<file path="src/verilog/tmr8c_pkg.sv">
// Purpose: Shared constants and field layouts of the 8-bit timer.
// Assumes: APB byte addresses, one register per 32-bit word.
// Notes:   Data sits in the low byte; upper bits read as zero.
`default_nettype none

package tmr8c_pkg;

	// ---------------------------------------------------------------
	// Register map
	// ---------------------------------------------------------------
	localparam logic [7:0] ADDR_CTRL_A = 8'h00;
	localparam logic [7:0] ADDR_CTRL_B = 8'h04;
	localparam logic [7:0] ADDR_COUNT = 8'h08;
	localparam logic [7:0] ADDR_CMP_A = 8'h0c;
	localparam logic [7:0] ADDR_CMP_B = 8'h10;
	localparam logic [7:0] ADDR_MASK = 8'h14;
	localparam logic [7:0] ADDR_FLAGS = 8'h18;
	localparam logic [7:0] ADDR_ASYNC = 8'h1c;

	// ---------------------------------------------------------------
	// Field positions and reset values
	// ---------------------------------------------------------------
	localparam int FORCE_A_BIT = 7;
	localparam int FORCE_B_BIT = 6;
	localparam int ASYNC_SEL_BIT = 0;
	localparam logic [7:0] RST_BYTE = 8'h00;
	localparam logic [2:0] RST_MASK = 3'h0;

	// ---------------------------------------------------------------
	// Counter values, modes and output actions
	// ---------------------------------------------------------------
	localparam logic [7:0] CNT_BOTTOM = 8'h00;
	localparam logic [7:0] CNT_MAX = 8'hff;
	localparam logic [2:0] MODE_NORMAL = 3'h0;
	localparam logic [2:0] MODE_CTC = 3'h2;
	localparam logic [2:0] MODE_FAST = 3'h3;
	localparam logic [2:0] MODE_FAST_OCA = 3'h7;
	localparam logic [2:0] CS_STOP = 3'h0;
	localparam logic [1:0] ACT_NONE = 2'h0;
	localparam logic [1:0] ACT_TOGGLE = 2'h1;
	localparam logic [1:0] ACT_CLEAR = 2'h2;
	localparam logic [1:0] ACT_SET = 2'h3;

	// ---------------------------------------------------------------
	// Register layouts
	// ---------------------------------------------------------------
	typedef struct packed {
		logic [1:0] action_a;
		logic [1:0] action_b;
		logic [1:0] rsvd;
		logic waveform_mode_bit1;
		logic waveform_mode_bit0;
	} tmr8c_ctla_t;

	typedef struct packed {
		logic force_a;
		logic force_b;
		logic [1:0] rsvd;
		logic waveform_mode_bit2;
		logic [2:0] clock_select_field;
	} tmr8c_ctlb_t;

	typedef struct packed {
		logic compare_flag_b;
		logic compare_flag_a;
		logic overflow_flag;
	} tmr8c_flags_t;

endpackage

`default_nettype wire

</file>
<file path="src/verilog/tmr8c_timer.sv">
// Purpose: 8-bit timer/counter with two compare channels on APB.
// Assumes: pclk is the io_clock; osc_pin_in is asynchronous.
// Notes:   Phase-correct modes count like fast PWM here.
//
// Function
// - 8-bit counter, two compares, equality comparators
// - clock select zero stops the counter
// - async select switches timer clock to oscillator
// - bottom is 0x00, maximum is 0xFF
// - top is 0xFF or compare A
// - counter clears or counts per waveform mode
// - counter readable and writable without timer clock
// - software counter write beats clear and count
// - mode field split over both control registers
// - overflow flag set per mode, can interrupt
// - match sets compare flag on next tick
// - compare flag requests, clears on service or one
// - flags visible, each gated by mask bit
// - compares buffered only in PWM modes
// - buffered compare loads only at top
// - software reaches buffer or active compare
// - force strobe acts like match outside PWM, no flag
// - counter write blocks matches next tick
// - output action changes apply at once
// - output state kept across mode changes
// - normal mode wraps and sets overflow at zero
// - clear-on-compare mode clears at compare A
// - fast PWM top 0xFF or compare A
// - action zero leaves output unchanged
`default_nettype none

module tmr8c_timer
	import tmr8c_pkg::*;
#(
	parameter int PRESC_W = 10
)
(
	// Clock and reset
	input wire logic pclk,
	input wire logic presetn,
	// APB slave
	input wire logic psel,
	input wire logic penable,
	input wire logic pwrite,
	input wire logic [7:0] paddr,
	input wire logic [31:0] pwdata,
	output logic [31:0] prdata,
	output logic pready,
	output logic pslverr,
	// Interrupt requests and service acknowledge
	input wire logic [2:0] irq_ack,
	output logic [2:0] irq_req,
	// Pins
	input wire logic osc_pin_in,
	output logic compare_output_a,
	output logic compare_output_b
);

	// ---------------------------------------------------------------
	// Helpers
	// ---------------------------------------------------------------
	function automatic logic [PRESC_W-1:0] presc_mask(input logic [2:0] cs);
		logic [PRESC_W-1:0] m;
		case (cs)
			3'h2: m = PRESC_W'(7);
			3'h3: m = PRESC_W'(31);
			3'h4: m = PRESC_W'(63);
			3'h5: m = PRESC_W'(127);
			3'h6: m = PRESC_W'(255);
			3'h7: m = PRESC_W'(1023);
			default: m = '0;
		endcase
		return m;
	endfunction

	// Next compare output state for a match and a restart at bottom
	function automatic logic wave(input logic cur, input logic [1:0] act, input logic pwm_m,
		input logic hit, input logic bot);
		logic r;
		r = cur;
		if (hit && act != ACT_NONE)
		begin
			if (act == ACT_TOGGLE)
				r = pwm_m ? cur : ~cur;
			else
				r = (act == ACT_SET);
		end
		if (pwm_m && bot && act[1])
			r = (act == ACT_CLEAR);
		return r;
	endfunction

	// ---------------------------------------------------------------
	// State
	// ---------------------------------------------------------------
	logic [7:0] cnt_r, cnt_nxt;
	logic [7:0] ocr_a_r, ocr_a_nxt, ocr_b_r, ocr_b_nxt;
	logic [7:0] buf_a_r, buf_a_nxt, buf_b_r, buf_b_nxt;
	tmr8c_ctla_t ctla_r;
	tmr8c_ctlb_t ctlb_r;
	tmr8c_flags_t flags_r, flags_nxt;
	logic [2:0] mask_r;
	logic async_sel_r;
	logic block_r, block_nxt;
	logic [PRESC_W-1:0] presc_r;
	logic osc_s1_r, osc_s2_r, osc_s3_r;
	logic [31:0] rdata;
	logic out_a_nxt, out_b_nxt;

	// ---------------------------------------------------------------
	// APB decode
	// ---------------------------------------------------------------
	wire logic setup = psel & ~penable;
	wire logic hit_ctla = (paddr == ADDR_CTRL_A);
	wire logic hit_ctlb = (paddr == ADDR_CTRL_B);
	wire logic hit_cnt = (paddr == ADDR_COUNT);
	wire logic hit_cmpa = (paddr == ADDR_CMP_A);
	wire logic hit_cmpb = (paddr == ADDR_CMP_B);
	wire logic hit_mask = (paddr == ADDR_MASK);
	wire logic hit_flags = (paddr == ADDR_FLAGS);
	wire logic hit_async = (paddr == ADDR_ASYNC);
	wire logic mapped = hit_ctla | hit_ctlb | hit_cnt | hit_cmpa | hit_cmpb | hit_mask | hit_flags | hit_async;
	wire logic wr = psel & penable & pready & pwrite & mapped;
	wire logic wr_cnt = wr & hit_cnt;

	// ---------------------------------------------------------------
	// Mode decode
	// ---------------------------------------------------------------
	// mode bits from both control registers
	wire logic [2:0] mode = {ctlb_r.waveform_mode_bit2, ctla_r.waveform_mode_bit1, ctla_r.waveform_mode_bit0};
	// odd modes are the PWM modes
	wire logic pwm = mode[0];
	// top from compare A or fixed maximum
	wire logic [7:0] top_val = (mode == MODE_CTC || mode == MODE_FAST_OCA) ? ocr_a_r : CNT_MAX;
	wire logic at_max = (cnt_r == CNT_MAX);
	wire logic at_top = (cnt_r == top_val);

	// ---------------------------------------------------------------
	// Timer clock
	// ---------------------------------------------------------------
	// oscillator edges replace io_clock when selected
	wire logic base_en = async_sel_r ? (osc_s2_r & ~osc_s3_r) : 1'b1;
	wire logic [PRESC_W-1:0] pmask = presc_mask(ctlb_r.clock_select_field);
	// no tick with clock select zero
	wire logic tick = base_en && (ctlb_r.clock_select_field != CS_STOP) && ((presc_r & pmask) == pmask);

	// ---------------------------------------------------------------
	// Compare and counter
	// ---------------------------------------------------------------
	// equality comparators
	wire logic match_a = (cnt_r == ocr_a_r);
	wire logic match_b = (cnt_r == ocr_b_r);
	// matches blocked for one tick after a counter write
	wire logic evt_a = tick & match_a & ~block_r;
	wire logic evt_b = tick & match_b & ~block_r;
	wire logic restart = tick & pwm & at_top;
	wire logic ctc_clr = evt_a & (mode == MODE_CTC);
	wire logic force_a = wr & hit_ctlb & pwdata[FORCE_A_BIT] & ~pwm;
	wire logic force_b = wr & hit_ctlb & pwdata[FORCE_B_BIT] & ~pwm;
	// overflow at wrap outside PWM, at top in PWM
	wire logic ovf_set = pwm ? restart : (tick & at_max);

	assign cnt_nxt = wr_cnt ? pwdata[7:0] :
		(restart | ctc_clr) ? CNT_BOTTOM :
		tick ? 8'(cnt_r + 8'h01) : cnt_r;
	assign block_nxt = wr_cnt ? 1'b1 : (tick ? 1'b0 : block_r);

	// writes reach buffer in PWM, active register otherwise
	assign buf_a_nxt = (wr & hit_cmpa) ? pwdata[7:0] : buf_a_r;
	assign buf_b_nxt = (wr & hit_cmpb) ? pwdata[7:0] : buf_b_r;
	assign ocr_a_nxt = (wr & hit_cmpa & ~pwm) ? pwdata[7:0] : (restart ? buf_a_r : ocr_a_r);
	assign ocr_b_nxt = (wr & hit_cmpb & ~pwm) ? pwdata[7:0] : (restart ? buf_b_r : ocr_b_r);

	// actions used straight from the control register
	assign out_a_nxt = wave(compare_output_a, ctla_r.action_a, pwm, evt_a | force_a, restart);
	assign out_b_nxt = wave(compare_output_b, ctla_r.action_b, pwm, evt_b | force_b, restart);

	// set wins over software or service clear
	assign flags_nxt = (flags_r & ~((wr & hit_flags) ? pwdata[2:0] : 3'h0) & ~irq_ack) |
		{evt_b, evt_a, ovf_set};

	// ---------------------------------------------------------------
	// Read mux
	// ---------------------------------------------------------------
	// force bits read as zero
	always_comb
	begin
		rdata = 32'h0000_0000;
		case (1'b1)
			hit_ctla: rdata[7:0] = ctla_r;
			hit_ctlb: rdata[4:0] = ctlb_r[4:0];
			hit_cnt: rdata[7:0] = cnt_r;
			hit_cmpa: rdata[7:0] = pwm ? buf_a_r : ocr_a_r;
			hit_cmpb: rdata[7:0] = pwm ? buf_b_r : ocr_b_r;
			hit_mask: rdata[2:0] = mask_r;
			hit_flags: rdata[2:0] = flags_r;
			hit_async: rdata[ASYNC_SEL_BIT] = async_sel_r;
			default: rdata = 32'h0000_0000;
		endcase
	end

	// ---------------------------------------------------------------
	// APB response
	// ---------------------------------------------------------------
	// Zero-wait access: answer is prepared during the setup cycle
	always_ff @(posedge pclk or negedge presetn)
	begin
		if (!presetn)
		begin
			pready <= 1'b0;
			pslverr <= 1'b0;
			prdata <= 32'h0000_0000;
		end
		else
		begin
			pready <= setup;
			pslverr <= setup & ~mapped;
			prdata <= (setup & ~pwrite) ? rdata : 32'h0000_0000;
		end
	end

	// ---------------------------------------------------------------
	// Configuration registers
	// ---------------------------------------------------------------
	always_ff @(posedge pclk or negedge presetn)
	begin
		if (!presetn)
		begin
			ctla_r <= RST_BYTE;
			ctlb_r <= RST_BYTE;
			mask_r <= RST_MASK;
			async_sel_r <= 1'b0;
		end
		else
		begin
			if (wr & hit_ctla)
				ctla_r <= {pwdata[7:4], 2'b00, pwdata[1:0]};
			if (wr & hit_ctlb)
				ctlb_r <= {3'b000, pwdata[4:0]};
			if (wr & hit_mask)
				mask_r <= pwdata[2:0];
			if (wr & hit_async)
				async_sel_r <= pwdata[ASYNC_SEL_BIT];
		end
	end

	// ---------------------------------------------------------------
	// Oscillator synchroniser and prescaler
	// ---------------------------------------------------------------
	always_ff @(posedge pclk or negedge presetn)
	begin
		if (!presetn)
		begin
			osc_s1_r <= 1'b0;
			osc_s2_r <= 1'b0;
			osc_s3_r <= 1'b0;
			presc_r <= '0;
		end
		else
		begin
			osc_s1_r <= osc_pin_in;
			osc_s2_r <= osc_s1_r;
			osc_s3_r <= osc_s2_r;
			if (base_en)
				presc_r <= PRESC_W'(presc_r + 1'b1);
		end
	end

	// ---------------------------------------------------------------
	// Counter, compares, flags and outputs
	// ---------------------------------------------------------------
	always_ff @(posedge pclk or negedge presetn)
	begin
		if (!presetn)
		begin
			cnt_r <= RST_BYTE;
			ocr_a_r <= RST_BYTE;
			ocr_b_r <= RST_BYTE;
			buf_a_r <= RST_BYTE;
			buf_b_r <= RST_BYTE;
			block_r <= 1'b0;
			flags_r <= '0;
			irq_req <= 3'h0;
			compare_output_a <= 1'b0;
			compare_output_b <= 1'b0;
		end
		else
		begin
			cnt_r <= cnt_nxt;
			ocr_a_r <= ocr_a_nxt;
			ocr_b_r <= ocr_b_nxt;
			buf_a_r <= buf_a_nxt;
			buf_b_r <= buf_b_nxt;
			block_r <= block_nxt;
			flags_r <= flags_nxt;
			irq_req <= flags_nxt & mask_r;
			// state never reset by a mode change
			compare_output_a <= out_a_nxt;
			compare_output_b <= out_b_nxt;
		end
	end
endmodule // tmr8c_timer

`default_nettype wire

</file>
<file path="config.mk">
export PLATFORM = sky130hd
export DESIGN_NAME = tmr8c_timer
export DESIGN_NICKNAME = d
export VERILOG_FILES = /design/src/verilog/tmr8c_pkg.sv /design/src/verilog/tmr8c_timer.sv
export SDC_FILE = /design/constraint.sdc
export NUM_CORES = 1
export LEC_CHECK = 0
export ABC_CLOCK_PERIOD_IN_PS = 2450
export BUFFER_PORTS_ARGS = -buffer_cell sky130_fd_sc_hd__buf_4
export CORE_MARGIN = 2
export CORE_UTILIZATION = 57
export CTS_BUF_LIST = sky130_fd_sc_hd__clkbuf_16
export DETAILED_ROUTE_END_ITERATION = 7
export PLACE_DENSITY = 0.78
export SLEW_MARGIN = 20
export SYNTH_ARGS = -nofsm -noshare
export SYNTH_HDL_FRONTEND = slang
export SYNTH_SLANG_ARGS = --single-unit
</file>
<file path="constraint.sdc">
create_clock -name pclk -period 2.45 [get_ports pclk]
set_input_delay 0.49 -clock pclk [delete_from_list [all_inputs] [get_ports pclk]]
set_output_delay 0.49 -clock pclk [all_outputs]
set_load 0.02 [all_outputs]
</file>
### After elaboration in Yosys (flattened, before gate mapping)

Index checks and enable logic that the tools add are counted.

| cells by class | value |
|---|---|
| add/sub/neg operators | 2 |
| equal/unequal tests | 28 |
| mux-type cells | 50 |
| bitwise operators | 55 |
| reductions and logical operators | 20 |

Operators by type and width:

| cell | number |
|---|---|
| $mux 8 | 11 |
| $pmux 10 s6 | 1 |
| $eq 8x5->1 const B | 4 |
| $and 1x1->1 | 30 |
| $eq 8x8->1 | 3 |
| $mux 2 | 12 |
| $mux 1 | 20 |
| $mux 3 | 6 |
| $eq 8x4->1 const B | 2 |
| $eq 3x3->1 const B | 5 |
| $reduce_bool 2->1 | 7 |
| $add 10x1->10 const B | 1 |
| $and 10x10->10 | 1 |
| $eq 10x10->1 | 1 |
| $or 1x1->1 | 10 |
| $and 3x3->3 | 3 |
| $eq 3x2->1 const B | 3 |
| $add 8x1->8 const B | 1 |
| $eq 2x2->1 const B | 4 |
| $eq 8x3->1 const B | 1 |
| $eq 8x8->1 const B | 1 |
| $logic_not 8->1 | 1 |
| $not 1->1 | 8 |
| $logic_and 1x1->1 | 7 |
| other kinds (7) | 12 |

| storage, ports and cells | value |
|---|---|
| register bits after elaboration | 87 |
| input bits | 49 |
| output and inout port bits | 39 |

### Logic depth before layout (Yosys ltp)

Gate-level depths: netlist of the first run.

| depth | value |
|---|---|
| depth after elaboration | 16 |
| gate-level depth with buffers | 9 |

### Least setup slack after synthesis of the first run

OpenSTA, ideal clock, no wires.

| path | value |
|---|---|
| kind | in2reg |
| from | input port paddr[1] |
| to | register ctlb_r[3] in the netlist's numbering |
| setup time | 125 ps |
| arrival | 2136 ps |
| required time | 2325 ps |
| slack | 189 ps |
| stages on the path | 6 |
| cells stage by stage | or4_4 nor3_1 buf_2 and2_1 clkbuf_1 mux2_2 |

| between the ends | value |
|---|---|
| word-level cells in the longest chain between the ends | 10 |

Ends and longest elaborated chain:

| element | line | source |
|---|---|---|
| start, declared | tmr8c_timer.sv:45 | `input wire logic [7:0] paddr,` |
| $eq 8x3->1 or $logic_not 8->1 (tied branches) | tmr8c_timer.sv:115, tmr8c_timer.sv:114 |  |
| $or 1x1->1 (7 in series) | tmr8c_timer.sv:122 | `wire logic mapped = hit_ctla \| hit_ctlb \| hit_cnt \| hit_cmpa \| hit_cmpb \| hit_mask \| hit_flags \| hit_async;` |
| $and 1x1->1 | tmr8c_timer.sv:123 | `wire logic wr = psel & penable & pready & pwrite & mapped;` |
| $and 1x1->1 (*) | tmr8c_timer.sv:238 | `if (wr & hit_ctlb)` |
| end signal, assigned | tmr8c_timer.sv:239 | `ctlb_r <= {3'b000, pwdata[4:0]};` |
| end, declared | tmr8c_timer.sv:100 | `tmr8c_ctlb_t ctlb_r;` |

Mark *: on every way between the ends. The rest lies on a longest branch, timed or not.
A chain may end at the register's enable or synchronous reset.

### Final worst setup path of the first run

| path | value |
|---|---|
| from | register cnt_r[1] |
| to | register compare_output_a |

| between the ends | value |
|---|---|
| word-level cells in the longest chain between the ends | 7 |

Ends and longest elaborated chain:

| element | line | source |
|---|---|---|
| start, declared | tmr8c_timer.sv:96 | `logic [7:0] cnt_r, cnt_nxt;` |
| start signal, assigned | tmr8c_timer.sv:289 | `cnt_r <= cnt_nxt;` |
| $eq 8x8->1 | tmr8c_timer.sv:151 | `wire logic match_a = (cnt_r == ocr_a_r);` |
| $and 1x1->1 (2 in series) | tmr8c_timer.sv:154 | `wire logic evt_a = tick & match_a & ~block_r;` |
| $or 1x1->1 | tmr8c_timer.sv:175 | `assign out_a_nxt = wave(compare_output_a, ctla_r.action_a, pwm, evt_a \| force_a, restart);` |
| $logic_and 1x1->1 | tmr8c_timer.sv:81 | `if (hit && act != ACT_NONE)` |
| $reduce_bool 2->1 (no line) | n/a |  |
| $reduce_and 2->1 (no line) | n/a |  |
| end signal, assigned | tmr8c_timer.sv:298 | `compare_output_a <= out_a_nxt;` |
| end, declared | tmr8c_timer.sv:55 | `output logic compare_output_a,` |

Parallel ways exist; a longest one is shown, timed or not.

==> metrics, run 1 <==
outcome=finished, final reports clean; class of the worst hold path=primary input to async pin; largest net degree at the start of global routing=39; WL/cell=19.1 um; endpoint class of the critical path=flip-flop; Reg2Reg Depth=7; root buffer cell=clkbuf_16; fin cells=653; Util after Layout=66.8%; gpl congestion=1.03; clk_lat worst skew=0.34 ns; # setup viols final=0; top post-synthesis cells by area=dfrtp_1 43%, mux2_2 9.0%, mux2i_1 4.1%, buf_4 3.7%, nand2_1 2.9%; clock-pin slew on the worst setup and hold paths=0.07 ns; Sequential cell area=2180 um2; skew final=0.00795 ns; Top Metal Used=met4; clk sinks=87; GRT Total Usage=26.9%; Initial Utilization=58.6%; critical setup path kind=flip-flop to flip-flop; DRC=0; htree depth=3; WL final=12500 um; cell count after synthesis=488; Die ar.=9740 um2; Cell Area, Synth=5110 um2; DR WL met3=931 um; Fin. Hold Viols=0; Top FF cell, synth=dfrtp_1; Core Box Area=8720 um2; GRT overflow=0; fin crit period=2.34 ns; vias in the first global route=4026; number of antenna violations at the first check in global routing=0; Final Max Slew Viols=0; Via density=6.11; Max-Cap Viols=0; crit path launch type=flip-flop; ys async rst share=100%; number of flops mapped to enable cells by yosys=0; WL met2=6020 um; Peak supply drop=0.000347 V; vias=3989; Slew headroom=64.7%; Critical Path RT=2.70 ns; CTS buffer count=9; std cell rows=34; FF-to-FF End=compare_output_a; Seq/Total Area, Yosys=42.6%; Die Ht=98.7 um; most frequent cells in the layout=86 x dfrtp_1, 66 x buf_4, 41 x mux2_2; Yosys cell types=71; Die Span X=98.7 um; area grow syn2layout=14.1%; FF-to-FF Start=cnt_r[1]; hold slack final=0.108 ns; reg2reg setup slack=0.11 ns; commonest non-fill, non-tap cell in the layout=dfrtp_1; Post-DP HPWL=8880 um; Critical Path AT=2.59 ns; Slew @ Worst Pin=0.516 ns; DP Cell Count=636; Met1 Wirelength=5330 um; P_leak=2.58 nW; fmax=427 MHz; P per Cell Area=696 nW/um2; Synth Warn #=0; I/O Pins=88; post-synthesis cell type with the largest combined area=dfrtp_1; n_diodes=0; RSZ-0062 raised after global routing=no; setup_tns=0 ns; layout cells sized above 1=29.9%; first-pass GRT wire length=20700 um; router iterations before antenna repair=5; nets@finish=591; Post-CTS Hold Buffers=0; CTS max path bufs=2; area of the multi-input gates=2620 um2; fill cell count=671; TritonCTS clock tree=done; initial drt markers=323; Tcrit/Tclk final=95.7%; Routed Antenna Nets=0; share of Yosys cell area claimed by the top area cell type=42.6%; Yosys reg bits=87; Avg Cell Area, Syn=10.5 um2; I/O Buffers=39; CP Max Fanout=19
==> critical path, stage by stage, from the launching register on <==
cell and delay [ns]:
dfrtp_1 0.62, nand3_4 0.18, a2111oi_4 0.41, a31o_1 0.26
and3_1 0.23, buf_12 0.20, nor4b_2 0.08, nor4b_2 0.26
==> worst max path at each step <==
stage          slack (ns)  startpoint          endpoint  cells past startpoint
2_1_floorplan        0.19    paddr[1]         ctlb_r[3]                      6
3_3_place_gp        -0.13    paddr[1]  compare_output_a                      8
3_5_place_dp        -0.14    paddr[1]  compare_output_a                      8
4_1_cts              0.03   ctlb_r[1]        irq_req[0]                      8
5_1_grt             0.006    cnt_r[4]  compare_output_a                      7
6_report             0.11    cnt_r[1]  compare_output_a                      7
==> Yosys cell counts, types with 3 or more instances <==
library cell  count
nor3_1           10
nor2_1           21
buf_2             9
clkbuf_1          9
xnor2_1          15
buf_4            25
a2111oi_4         3
buf_12            3
a31oi_1           7
mux2_2           41
or2_2             3
nor2b_1           7
o21ai_2           8
nand2_1          40
nand3_1          17
a211o_1           3
nand4_1          15
a22oi_1           7
a211oi_1          3
dfrtp_1          87
nand2_2           9
and3_1            5
and2_1            9
o21ai_0          11
inv_1            13
mux2i_1          21
a41oi_1           3
nand2b_1          9
a21oi_1          14
xor2_1            5
nor4_4            3
o21ai_1           4
==> per-stage QoR <==
| step | total power, W | cell area [um2] | worst slack, ns |
|---|---|---|---|
| after floorplan | 0.00230 | 5190 | 0.189 |
| after global placement | 0.00251 | 5490 | -0.132 |
| after detailed placement | 0.00254 | 5490 | -0.139 |
| after CTS | 0.00404 | 5810 | 0.0318 |
| after global routing | 0.00423 | 5830 | 0.00610 |
| final | 0.00406 | 5830 | 0.106 |
==> what timing repair did <==
item | CTS | global route
resized for setup | 0 | 2
endpoints found under the setup margin | 0 | 14
setup buffers | 0 | 1
endpoints found under the hold margin | 0 | 0
==> area by class of cell <==
cell class | count | share of cell area, %
Clock inverter | 7 | 1.74
Clock buffer | 9 | 3.87
Multi-Input combinational cell | 361 | 44.9
Timing Repair Buffer | 67 | 8.85
Inverter | 14 | 0.902
Tap cell | 108 | 2.32
Sequential cell | 87 | 37.4
==> layer usage <==
metal / GRT usage [%] / up-vias
met5: 0 / -
met4: 7.80 / 0
met3: 4.89 / 24
met2: 44.6 / 196
met1: 36.6 / 1946
li1: - / 1823
==> state kept, by name, indices dropped and copies added, names as in the netlist, 3 cells and up <==
signal / flops
presc_r: 10
flags_r: 3
ctlb_r: 5
ocr_a_r: 8
irq_req: 3
ocr_b_r: 8
mask_r: 3
prdata: 8
buf_a_r: 8
cnt_r: 8
buf_b_r: 8
ctla_r: 5
==> power breakdown <==
group          leakage (nW)  switching (W)  internal [W]  total (W)
sequential             1.07       0.000171       0.00154    0.00171
clock                 0.153       0.000605      0.000904    0.00151
combinational          1.36       0.000470      0.000368   0.000838
==> logic make-up after synthesis <==
family	Yosys count	share of synthesized area, %
AND/OR/NAND/NOR	168	18.9
flip-flops	87	42.6
AO/OA/AOI/OAI	83	12.5
multiplexers	64	14.0
buffers and inverters	63	7.94
XOR/XNOR	20	3.43
adder cells (fa/ha/maj)	2	0.490
other	1	0.0734
(Power assumes the default switching activity.)
==> inputs of run 2 (changes only) <==
--- a/config.mk
+++ b/config.mk
@@ -8,10 +8,11 @@
 export ABC_CLOCK_PERIOD_IN_PS = 2450
 export BUFFER_PORTS_ARGS = -buffer_cell sky130_fd_sc_hd__buf_4
 export CORE_MARGIN = 2
-export CORE_UTILIZATION = 57
-export CTS_BUF_LIST = sky130_fd_sc_hd__clkbuf_16
+export CORE_UTILIZATION = 58
+export CTS_BUF_LIST = sky130_fd_sc_hd__clkbuf_4 sky130_fd_sc_hd__clkbuf_8
+export CTS_CLUSTER_DIAMETER = 200
 export DETAILED_ROUTE_END_ITERATION = 7
-export PLACE_DENSITY = 0.78
+export PLACE_DENSITY = 0.79
 export SLEW_MARGIN = 20
 export SYNTH_ARGS = -nofsm -noshare
 export SYNTH_HDL_FRONTEND = slang
==> metrics, run 2 (synthesized netlist as in run 1, its figures left out) <==
Post-DP HPWL=8780 um (was 8880 um); Critical Path AT=2.65 ns (was 2.59 ns); Routed Antenna Nets=0 (unchanged); GRT overflow=0 (unchanged); final setup margin=0.121 ns (was 0.106 ns); RSZ-0062 raised after global routing=no (unchanged); Critical Path RT=2.77 ns (was 2.70 ns); Initial Utilization=59.2% (was 58.6%); n_diodes=0 (unchanged); DRC=0 (unchanged); crit-path cells=and2_1 > a222oi_1 > o211ai_1 > buf_4 > buf_4 > or4_1 > nand2_1 > and2_1 (was nand3_4 > a2111oi_4 > a31o_1 > and3_1 > buf_12 > nor4b_2 > nor4b_2); outcome=finished, final reports clean (unchanged); skew final=0.0127 ns (was 0.00795 ns); FF-to-FF Start=ctlb_r[0] (was cnt_r[1]); std cell rows=34 (unchanged); Fin. Hold Viols=0 (unchanged); fill cell count=665 (was 671); Place WS=-0.155 ns (was -0.139 ns); Most flops, register=presc_r (unchanged); number of antenna violations at the first check in global routing=0 (unchanged); max reg flops=10 (unchanged); largest net degree at the start of global routing=44 (was 39); area grow syn2layout=11.5% (was 14.1%); WL/cell=18.3 um (was 19.1 um); class of the worst hold path=primary input to async pin (unchanged); CP Launch Point=ctlb_r[0] (was cnt_r[1]); vias in the first global route=3874 (was 4026); Slowest Stage Delay on Critical Path=0.48 ns (was 0.62 ns); clk sinks=87 (unchanged); GRT Total Usage=26.3% (was 26.9%); layout cells sized above 1=29.8% (was 29.9%); Final Max Slew Viols=0 (unchanged); CTS max path bufs=2 (unchanged); clock-pin slew on the worst setup and hold paths=0.10 ns (was 0.07 ns); first-pass GRT wire length=20000 um (was 20700 um); P_leak=2.53 nW (was 2.58 nW); commonest non-fill, non-tap cell in the layout=dfrtp_1 (unchanged); initial drt markers=307 (was 323); Tcrit/Tclk final=95.1% (was 95.7%); CP Max Fanout=18 (was 19); internal power=0.00240 W (was 0.00281 W); # setup viols final=0 (unchanged); I/O Pins=88 (unchanged); reg2reg setup slack=0.12 ns (was 0.11 ns); Die Span X=97.9 um (was 98.7 um); Seq pwr share=47.0% (was 42.1%); setup_tns=0 ns (unchanged); most frequent cells in the layout=86 x dfrtp_1, 65 x buf_4, 41 x mux2_2 (was 86 x dfrtp_1, 66 x buf_4, 41 x mux2_2); Max-Cap Viols=0 (unchanged); clock power share=29.2% (was 37.2%); nets@finish=590 (was 591); Post-CTS Hold Buffers=0 (unchanged); Peak supply drop=0.000396 V (was 0.000347 V); CP max-delay cell=or4_1 (was dfrtp_1); htree depth=3 (unchanged); root buffer cell=clkbuf_8 (was clkbuf_16); vias=3956 (was 3989); Die Ht=97.9 um (was 98.7 um); clk_lat worst skew=0.37 ns (was 0.34 ns); hold slack final=0.0914 ns (was 0.108 ns); sw power=0.00119 W (was 0.00125 W); Die ar.=9570 um2 (was 9740 um2); Slew headroom=63.2% (was 64.7%); fmax=429 MHz (was 427 MHz); I/O Buffers=39 (unchanged); Via density=6.07 (was 6.11); Core Box Area=8640 um2 (was 8720 um2); Net Sw Frac=33.2% (was 30.7%); critical setup path kind=flip-flop to flip-flop (unchanged); TritonCTS clock tree=done (unchanged); crit path launch type=flip-flop (unchanged); gpl congestion=1.02 (was 1.03); CTS buffer count=9 (unchanged); Tot Pwr=0.00359 W (was 0.00406 W); fin crit period=2.33 ns (was 2.34 ns); router iterations before antenna repair=5 (unchanged); WL final=11900 um (was 12500 um); Logic pwr share=23.8% (was 20.7%); endpoint class of the critical path=flip-flop (unchanged); Slew @ Worst Pin=0.552 ns (was 0.516 ns); P per Cell Area=630 nW/um2 (was 696 nW/um2)
[run 2: changes by cell type in the layout (fill, tap and decap cells not counted)]
cell / delta
buf_4: -1
nor4b_1: +1
clkbuf_8: +9
clkinvlp_4: -2
bufinv_16: -1
nor4b_2: -1
clkbuf_16: -9
nor4_2: +1
nor4_1: -1
inv_8: +1
clkinv_2: +2
[run 2: power by group through the flow]
stage	Combinational (W)	Sequential, W	Clock (W)
after floorplan	0.000635	0.00167	0
after global placement	0.000811	0.00170	0
after detailed placement	0.000833	0.00171	0
after CTS	0.000839	0.00168	0.00107
after global routing	0.000944	0.00170	0.00113
final	0.000854	0.00169	0.00105
[run 2: worst paths after layout]
| path | end | cells past startpoint |
|---|---|---|
| worst max-delay path | irq_req[1] | 8 |
| worst min-delay path | presc_r[5] | 1 |
| worst max register to register | irq_req[1] | 8 |
| worst min register to register | osc_s2_r | 0 |
| max in group asynchronous | ctlb_r[4] | 2 |
| min in group pclk | osc_s1_r | 1 |
[run 2: area by class of cell]
class / count / area, um2 / share of cell area, %
flip-flops and latches: 87 / 2180 / 38.3
repair buffers: 66 / 508 / 8.92
inverters: 14 / 52.6 / 0.923
clock buffers: 9 / 124 / 2.18
multi-input cells: 361 / 2620 / 46.0
well taps: 108 / 135 / 2.37
clock inverters: 7 / 77.6 / 1.36
[run 2: worst max-delay path: cells and delay by family (launching register included)]
family / cells / cell delay (ns)
AND/OR/NAND/NOR: 4 / 0.88
AO/OA/AOI/OAI: 2 / 0.57
flip-flops: 1 / 0.43
buffers and inverters: 2 / 0.39
[run 2: metrics by stage]
stage | area [um2] | util, % | instances
after floorplan | 5190 | - | 511
after global placement | 5480 | 63.4 | 635
after detailed placement | 5480 | 63.4 | 635
after CTS | 5690 | 65.8 | 651
after global routing | 5690 | 65.9 | 652
final | 5690 | 65.9 | 652
[run 2: metal layers]
layer	track usage (%)	share of wire [%]	vias up
met5	0	0	-
met3	6.94	8.2	17
met2	41.9	48	164
met1	35.8	42	1962
li1	-	-	1813
met4	7.48	1.6	0
[run 2: timing repair]
item	in CTS	in global routing
setup endpoints to repair	1	15
setup buffers	0	1
gates resized for setup	1	1
pin swaps	0	1
